===== src/rtl/odsi_pkg.sv =====
// package for the octal dac serial front end and its host controller
// assumes one hclk domain of 25 mhz on both ends
package odsi_pkg;
    localparam int FRAME_BITS = 32;
    localparam int PREFIX_MSB = 31;
    localparam int CMD_MSB = 27;
    localparam int CMD_LSB = 24;
    localparam int ADDR_MSB = 23;
    localparam int ADDR_LSB = 20;
    localparam int DATA_MSB = 19;
    localparam int DATA_LSB = 4;
    localparam int FEAT_MSB = 3;
    localparam int CHANNELS = 8;
    localparam logic [3:0] CMD_WRITE_INPUT = 4'h0;
    localparam logic [3:0] ADDR_BROADCAST = 4'hf;
    localparam logic [15:0] DATA_RESET = 16'h0000;
    // link clock period in ns and the divider half period derived from hclk
    localparam int HCLK_NS = 40;
    localparam int SCLK_NS = 320;
    localparam int SCLK_HALF = SCLK_NS / (2 * HCLK_NS);
    // gap from last falling edge to next frame select, ns
    localparam int GAP_NS = 400;
    localparam int GAP_CYC = (GAP_NS + HCLK_NS - 1) / HCLK_NS;
    // host register offsets
    localparam logic [7:0] REG_FRAME = 8'h00;
    localparam logic [7:0] REG_STATUS = 8'h04;
    localparam logic [7:0] REG_CTRL = 8'h08;
    localparam int STAT_BUSY = 0;
    localparam int STAT_FULL = 1;
    localparam int STAT_EMPTY = 2;
    localparam int CTRL_HOLD = 0;
endpackage


===== src/rtl/odsi_link_if.sv =====
// three-wire link between host controller and dac front end
// assumes the bench supplies no extra drivers
`timescale 1ns/100ps
interface odsi_link_if;
    logic sync_n;
    logic sclk;
    logic sdin;
    modport host (output sync_n, output sclk, output sdin);
    modport dev (input sync_n, input sclk, input sdin);
endinterface


===== src/rtl/odsi_host.sv =====
// host end: ahb-lite slave that queues frames and shifts them out
// assumes a single ahb-lite master, word accesses only
`timescale 1ns/100ps
module odsi_host (
    input wire logic hclk,
    input wire logic hresetn,
    input wire logic hsel,
    input wire logic [7:0] haddr,
    input wire logic [1:0] htrans,
    input wire logic hwrite,
    input wire logic [2:0] hsize,
    input wire logic [31:0] hwdata,
    input wire logic hready,
    output logic [31:0] hrdata,
    output logic hreadyout,
    output logic hresp,
    odsi_link_if.host link
);
    typedef enum logic [1:0] {
        ODSI_H_IDLE = 2'b00,
        ODSI_H_SHIFT = 2'b01,
        ODSI_H_GAP = 2'b10
    } odsi_hstate_t;
    // the divider and gap counters are 4 and 5 bits; the far end needs 3 hclk per half period
    if (odsi_pkg::SCLK_HALF < 3 || odsi_pkg::SCLK_HALF > 16 || odsi_pkg::GAP_CYC > 31) begin : g_bad_timing
        $error("link clock half period or frame gap out of range");
    end
    // ----------------------------------------
    // bus slave
    // ----------------------------------------
    logic wr_pend_q;
    logic rd_pend_q;
    logic [7:0] addr_q;
    logic hold_q;
    logic [31:0] rdata_q;
    logic f_in_ready;
    logic f_out_valid;
    logic f_out_ready;
    logic [31:0] f_out_data;
    logic push;
    odsi_hstate_t st_q;
    logic fifo_wait;
    assign fifo_wait = wr_pend_q && addr_q == odsi_pkg::REG_FRAME && !f_in_ready;
    assign push = wr_pend_q && addr_q == odsi_pkg::REG_FRAME && f_in_ready;
    assign hreadyout = !fifo_wait;
    assign hresp = 1'b0;
    assign hrdata = rdata_q;
    always_ff @(posedge hclk or negedge hresetn) begin
        if (!hresetn) begin
            wr_pend_q <= 1'b0;
            rd_pend_q <= 1'b0;
            addr_q <= 8'h00;
        end else if (hreadyout) begin
            wr_pend_q <= hsel && htrans[1] && hwrite && hready;
            rd_pend_q <= hsel && htrans[1] && !hwrite && hready;
            addr_q <= haddr;
        end
    end
    always_ff @(posedge hclk or negedge hresetn) begin
        if (!hresetn) begin
            hold_q <= 1'b0;
        end else if (wr_pend_q && addr_q == odsi_pkg::REG_CTRL) begin
            hold_q <= hwdata[odsi_pkg::CTRL_HOLD];
        end
    end
    always_ff @(posedge hclk or negedge hresetn) begin
        if (!hresetn) begin
            rdata_q <= 32'h00000000;
        end else if (hsel && htrans[1] && !hwrite && hready && hreadyout) begin
            case (haddr)
                odsi_pkg::REG_STATUS: rdata_q <= {29'h0, !f_out_valid, !f_in_ready, st_q != ODSI_H_IDLE};
                odsi_pkg::REG_CTRL: rdata_q <= {31'h0, hold_q};
                default: rdata_q <= 32'h00000000;
            endcase
        end
    end
    // ----------------------------------------
    // frame queue
    // ----------------------------------------
    odsi_fifo #(.WIDTH(32), .DEPTH(8)) u_fifo (
        .hclk(hclk),
        .hresetn(hresetn),
        .in_valid(push),
        .in_ready(f_in_ready),
        .in_data(hwdata),
        .out_valid(f_out_valid),
        .out_ready(f_out_ready),
        .out_data(f_out_data)
    );
    // ----------------------------------------
    // serial shifter
    // ----------------------------------------
    logic [31:0] sh_q;
    logic [5:0] bit_q;
    logic [3:0] div_q;
    logic [4:0] gap_q;
    logic sync_n_q;
    logic sclk_q;
    logic sdin_q;
    assign f_out_ready = st_q == ODSI_H_IDLE && !hold_q;
    assign link.sync_n = sync_n_q;
    assign link.sclk = sclk_q;
    assign link.sdin = sdin_q;
    always_ff @(posedge hclk or negedge hresetn) begin
        if (!hresetn) begin
            st_q <= ODSI_H_IDLE;
            sh_q <= 32'h00000000;
            bit_q <= 6'h00;
            div_q <= 4'h0;
            gap_q <= 5'h00;
            sync_n_q <= 1'b1;
            // idle high from reset on, so the far end never sees a stray falling edge
            sclk_q <= 1'b1;
            sdin_q <= 1'b0;
        end else begin
            case (st_q)
                ODSI_H_IDLE: begin
                    if (f_out_valid && !hold_q) begin
                        // frame select falls first, msb set up with it, top bit forced low
                        sh_q <= {1'b0, f_out_data[30:0]} << 1;
                        sdin_q <= 1'b0;
                        sync_n_q <= 1'b0;
                        sclk_q <= 1'b1;
                        bit_q <= 6'h00;
                        div_q <= 4'h0;
                        st_q <= ODSI_H_SHIFT;
                    end
                end
                ODSI_H_SHIFT: begin
                    if (div_q == 4'(odsi_pkg::SCLK_HALF - 1)) begin
                        div_q <= 4'h0;
                        sclk_q <= !sclk_q;
                        if (sclk_q) begin
                            // device samples here on the falling edge
                            bit_q <= bit_q + 6'h01;
                        end else if (bit_q == 6'(odsi_pkg::FRAME_BITS)) begin
                            sync_n_q <= 1'b1;
                            gap_q <= 5'h00;
                            st_q <= ODSI_H_GAP;
                        end else begin
                            sdin_q <= sh_q[31];
                            sh_q <= sh_q << 1;
                        end
                    end else begin
                        div_q <= div_q + 4'h1;
                    end
                end
                ODSI_H_GAP: begin
                    sclk_q <= 1'b1;
                    // minimum delay before the next frame select edge
                    if (gap_q == 5'(odsi_pkg::GAP_CYC)) begin
                        st_q <= ODSI_H_IDLE;
                    end else begin
                        gap_q <= gap_q + 5'h01;
                    end
                end
                default: st_q <= ODSI_H_IDLE;
            endcase
        end
    end
endmodule


===== src/rtl/odsi_fifo.sv =====
// flip-flop fifo with valid and ready on both sides
// assumes a single clock domain
`timescale 1ns/100ps
module odsi_fifo #(
    parameter int WIDTH = 32,
    parameter int DEPTH = 8
) (
    input wire logic hclk,
    input wire logic hresetn,
    input wire logic in_valid,
    output logic in_ready,
    input wire logic [WIDTH-1:0] in_data,
    output logic out_valid,
    input wire logic out_ready,
    output logic [WIDTH-1:0] out_data
);
    localparam int AW = $clog2(DEPTH);
    // pointers carry one wrap bit, so only powers of two keep full and empty apart
    if (DEPTH < 2 || (1 << AW) != DEPTH || WIDTH < 1) begin : g_bad_size
        $error("fifo depth must be a power of two and width at least one");
    end
    logic [WIDTH-1:0] mem_q [DEPTH];
    logic [AW:0] wr_q;
    logic [AW:0] rd_q;
    logic push;
    logic pop;
    assign in_ready = (wr_q - rd_q) != (AW+1)'(DEPTH);
    assign out_valid = wr_q != rd_q;
    assign out_data = mem_q[rd_q[AW-1:0]];
    assign push = in_valid && in_ready;
    assign pop = out_valid && out_ready;
    always_ff @(posedge hclk) begin
        if (push) begin
            mem_q[wr_q[AW-1:0]] <= in_data;
        end
    end
    always_ff @(posedge hclk or negedge hresetn) begin
        if (!hresetn) begin
            wr_q <= '0;
            rd_q <= '0;
        end else begin
            if (push) wr_q <= wr_q + (AW+1)'(1);
            if (pop) rd_q <= rd_q + (AW+1)'(1);
        end
    end
endmodule


===== src/flat_wrapper.sv =====
// flat-port wrapper written by rule: the top's interface ports become plain ports
module odsi_host_flat 
  (hclk, hresetn, hsel, haddr, htrans, hwrite, hsize, hwdata, hready, hrdata, hreadyout, hresp, link_sync_n, link_sclk, link_sdin);
  odsi_link_if link_i ();
  input wire logic hclk;
  input wire logic hresetn;
  input wire logic hsel;
  input wire logic [7:0] haddr;
  input wire logic [1:0] htrans;
  input wire logic hwrite;
  input wire logic [2:0] hsize;
  input wire logic [31:0] hwdata;
  input wire logic hready;
  output logic [31:0] hrdata;
  output logic hreadyout;
  output logic hresp;
  output wire logic [$bits(link_i.sync_n)-1:0] link_sync_n;
  output wire logic [$bits(link_i.sclk)-1:0] link_sclk;
  output wire logic [$bits(link_i.sdin)-1:0] link_sdin;
  assign link_sync_n = link_i.sync_n;
  assign link_sclk = link_i.sclk;
  assign link_sdin = link_i.sdin;
  odsi_host u_core (.hclk(hclk), .hresetn(hresetn), .hsel(hsel), .haddr(haddr), .htrans(htrans), .hwrite(hwrite), .hsize(hsize), .hwdata(hwdata), .hready(hready), .hrdata(hrdata), .hreadyout(hreadyout), .hresp(hresp), .link(link_i));
endmodule

===== config.mk =====
export PLATFORM = sky130hd
export DESIGN_NAME = odsi_host_flat
export DESIGN_NICKNAME = d
export VERILOG_FILES = /design/src/rtl/odsi_pkg.sv /design/src/rtl/odsi_link_if.sv /design/src/rtl/odsi_host.sv /design/src/rtl/odsi_fifo.sv /design/src/flat_wrapper.sv
export SDC_FILE = /design/constraint.sdc
export NUM_CORES = 1
export LEC_CHECK = 0
export BUFFER_PORTS_ARGS = -buffer_cell sky130_fd_sc_hd__buf_2
export CAP_MARGIN = 40
export CORE_MARGIN = 2
export CORE_UTILIZATION = 46
export CTS_CLUSTER_DIAMETER = 80
export DETAILED_ROUTE_END_ITERATION = 10
export SLEW_MARGIN = 5
export SYNTH_ARGS = -nofsm -noshare
export SYNTH_HDL_FRONTEND = slang
export SYNTH_SLANG_ARGS = --single-unit

===== constraint.sdc =====
create_clock -name hclk -period 5.8 [get_ports hclk]
set_input_delay 0.58 -clock hclk [delete_from_list [all_inputs] [get_ports hclk]]
set_output_delay 0.58 -clock hclk [all_outputs]
set_load 0.05 [all_outputs]

==> out/qor.csv <==
stage,metric,value,unit
power,vdd_drop_max,0.000247,V
grt,track_usage,16.9,%
yosys,synth_top_area_share,57.0,%
floorplan,start_util,46.9,%
clocking,clkTransAtPathRegs,0.06,ns
floorplan,io_pins,87,
yosys,ys_seq_area_share,70.8,%
grt,grt_pass1_wl,39.2,mm
placement,port_buffers,51,
yosys,synth-edff-count,248,
yosys,syn-cell-area,13100,um^2
grt,grt_max_degree,65,
hold_path,min_delay_path_depth,2,
yosys,yosysMostFrequentCell,edfxtp_1,
critical_path,arrival,3.55,ns
floorplan,coreArea,27900,um^2
critical_path,r2r_start,u_core.u_fifo.rd_q[0],
grt,antenna_found_initial,3,
layout,nets,937,
critical_path,required,6.00,ns
floorplan,dieArea,29800,um^2
layout,fin_util,53.2,%
critical_path,critical_path_peak_fanout,31,
clocking,cts_resized,0,
clocking,numCtsBuffers,34,
hold_path,min_path_type,input port to register,
yosys,synth_cell_types,53,
drt,vias,6853,
drt,drt_pass1_iterations,5,
drt,routed_via_density,5.34,
critical_path,crit_chain,"ha_1, and3_1, o211ai_1, and3_1, nand2b_1, nor2_4, buf_16, buf_4",
sta,finalSetupViolations,0,
drt,post_drt_wl_per_cell,19.1,um
drt,ant_nets,0,
sta,rsz0062_at_grt,false,
placement,pre_cts_ws,2.38,ns
sta,fmax,298,MHz
yosys,synth_common_cells,"edfxtp_1 (248), nand2_1 (142), dfrtp_1 (70)",
grt,grt_pass1_vias,6870,
yosys,ys_seq_elements,320,
layout,area_delta_synth_final,13.5,%
yosys,synthTopCellsByArea,"edfxtp_1 (57%), dfrtp_1 (13%), mux4_2 (11%), nand2_1 (4.1%), buf_4 (1.7%)",
drt,drc,0,
drt,drt_iter0_drc,452,
critical_path,cp-start-kind,register,
layout,nFillCells,2246,
sta,fin_ws,2.45,ns
sta,relSlewSlack,49.1,%
floorplan,dieWidth,173,um
critical_path,rr_endpoint,u_core.u_fifo.mem_q[5][3],
clocking,cts_max_level,2,
clocking,cts_tree,yes,
sta,hold_viol,0,
clocking,clk_latency,0.51,ns
critical_path,ff2ff_path_depth,8,
sta,report.final.slew_viol_count,0,
clocking,cts_root_buffer,clkbuf_16,
sta,period_share,57.8,%
hold_path,hold_start,haddr[1],
clocking,clock_sinks,320,
yosys,synth-async-reset-ratio,22.5,%
sta,fin_worst_skew,0.0180,ns
yosys,yosys_warnings,0,
critical_path,cpMaxStageDelayCell,dfrtp_4,
placement,gp_congestion,0.708,
flow_run,cap_violations,0,
yosys,synthFlopType,edfxtp_1,
grt,gr-total-overflow,0,
floorplan,die_y,173,um
hold_path,hold_path_end,u_core.addr_q[1],
critical_path,cp-end-kind,register,
sta,layout_min_cycle_time,3.35,ns
power,cellPowerDensity,432,nW/um^2
layout,drive_gt1_share,23.0,%
sta,worst_pin_slew,0.763,ns
drt,wl,24.5,mm
yosys,synth.largest_area_cell,edfxtp_1,
yosys,avgSynthCellArea,16.1,um^2
placement,hpwl,13.6,mm
run_status,outcome,finished clean,
clocking,clockBufferDepth,3,
critical_path,path_class,register to register,
critical_path,r2r_slack,2.45,ns
yosys,synthCells,812,
critical_path,crit_path_frequent_cell,and3_1,
critical_path,slowest_delay,0.83,ns
floorplan,rows,61,
power,p_leak,0.00536,uW
sta,fin_setup_tns,0,ns
==> worst max-delay path: cells and delay by family, from the launching register on <==
kind,cells,cell delay (ns)
AOI/OAI and AO/OA,1,0.13
adders and majority gates,1,0.38
buffers and inverters,2,0.43
DFF,1,0.83
and+or+nand+nor,4,1.28
==> power breakdown <==
part / total [uW] / switching (uW) / internal, uW
sequential: 2790 / 166 / 2620
clock: 2020 / 836 / 1180
combinational: 1610 / 888 / 717
total: 6410 / 1890 / 4520
==> worst max path at each step <==
stage / to / cells past startpoint / startpoint / slack (ns)
global placement: u_core.u_fifo.mem_q[4][17] / 7 / u_core.u_fifo.rd_q[0] / 2.11
floorplan: u_core.u_fifo.mem_q[4][0] / 10 / u_core.u_fifo.rd_q[1] / 0.88
CTS: u_core.u_fifo.mem_q[5][3] / 8 / u_core.u_fifo.rd_q[0] / 2.37
global route: u_core.u_fifo.mem_q[5][3] / 8 / u_core.u_fifo.rd_q[0] / 2.17
finish: u_core.u_fifo.mem_q[5][3] / 8 / u_core.u_fifo.rd_q[0] / 2.45
detailed placement: u_core.u_fifo.mem_q[5][8] / 8 / u_core.u_fifo.rd_q[0] / 2.38
==> metrics by stage <==
step           hold WS [ns]  area (um^2)  power (uW)  cells
2_1_floorplan         0.284        13200        4120    841
3_3_place_gp          0.460        13600        4440   1212
3_5_place_dp          0.468        13800        4470   1218
4_1_cts               0.290        14800        6500   1281
5_1_grt               0.298        14800        6780   1281
6_report              0.303        14800        6410   1283
==> repair_timing <==
item / in CTS / in global routing
hold buffers: 1 / 0
endpoints found under the hold margin: 16 / 0
setup endpoints to repair: 0 / 0
setup buffers: 0 / 0
==> kinds of logic after synthesis <==
kind of cell,count (synthesis),synth area share (%)
fa+ha+maj,10,0.958
other cells,1,0.0287
xor+xnor,12,0.910
simple gates,218,7.43
compound gates,102,5.08
mux,67,11.1
buf+inv,82,3.69
flops,320,70.8
==> registers in the layout, indices dropped and copies added, names as in the netlist, 3 cells and up <==
register	flops
u_core.u_fifo.rd_q	4
u_core.hrdata	3
u_core.u_fifo.mem_q	248
u_core.addr_q	8
u_core.sh_q	31
u_core.bit_q	6
u_core.gap_q	5
u_core.u_fifo.wr_q	4
u_core.div_q	4
==> cell type report <==
type,count,area [um^2],area share (%)
Sequential cell,320,9260,62.4
Tap cell,378,473,3.19
Multi-Input combinational cell,439,3490,23.5
Inverter,10,37.5,0.253
Clock buffer,52,950,6.41
Clock inverter,10,96.3,0.650
Timing Repair Buffer,72,519,3.50
Antenna cell,2,5.00,0.0338
==> metal layers <==
metal  up-vias  wire length, um  track usage, %  part of all wire (%)
li1       3171                -               -                     -
met1      3500            11200            24.0                    46
met2       148            11800            27.3                    48
met3        32             1080            3.23                   4.4
met4         2              406            4.13                   1.7
met5         -               13               0                 0.053
==> placed cells by master (no fill, tap or decap), types with 6 or more instances in the layout <==
cell,count
edfxtp_1,248
o21ai_0,18
xor2_1,6
dfrtp_1,68
and2_1,9
buf_2,50
nor2_1,16
buf_4,14
clkbuf_1,16
nand2_1,142
nand3_1,10
o22ai_1,32
conb_1,30
clkbuf_16,35
ha_1,10
inv_1,10
mux4_2,62
nand2b_1,6
o21ai_2,10
o21ai_1,22
Note: power is estimated with default switching activity, not from simulation.
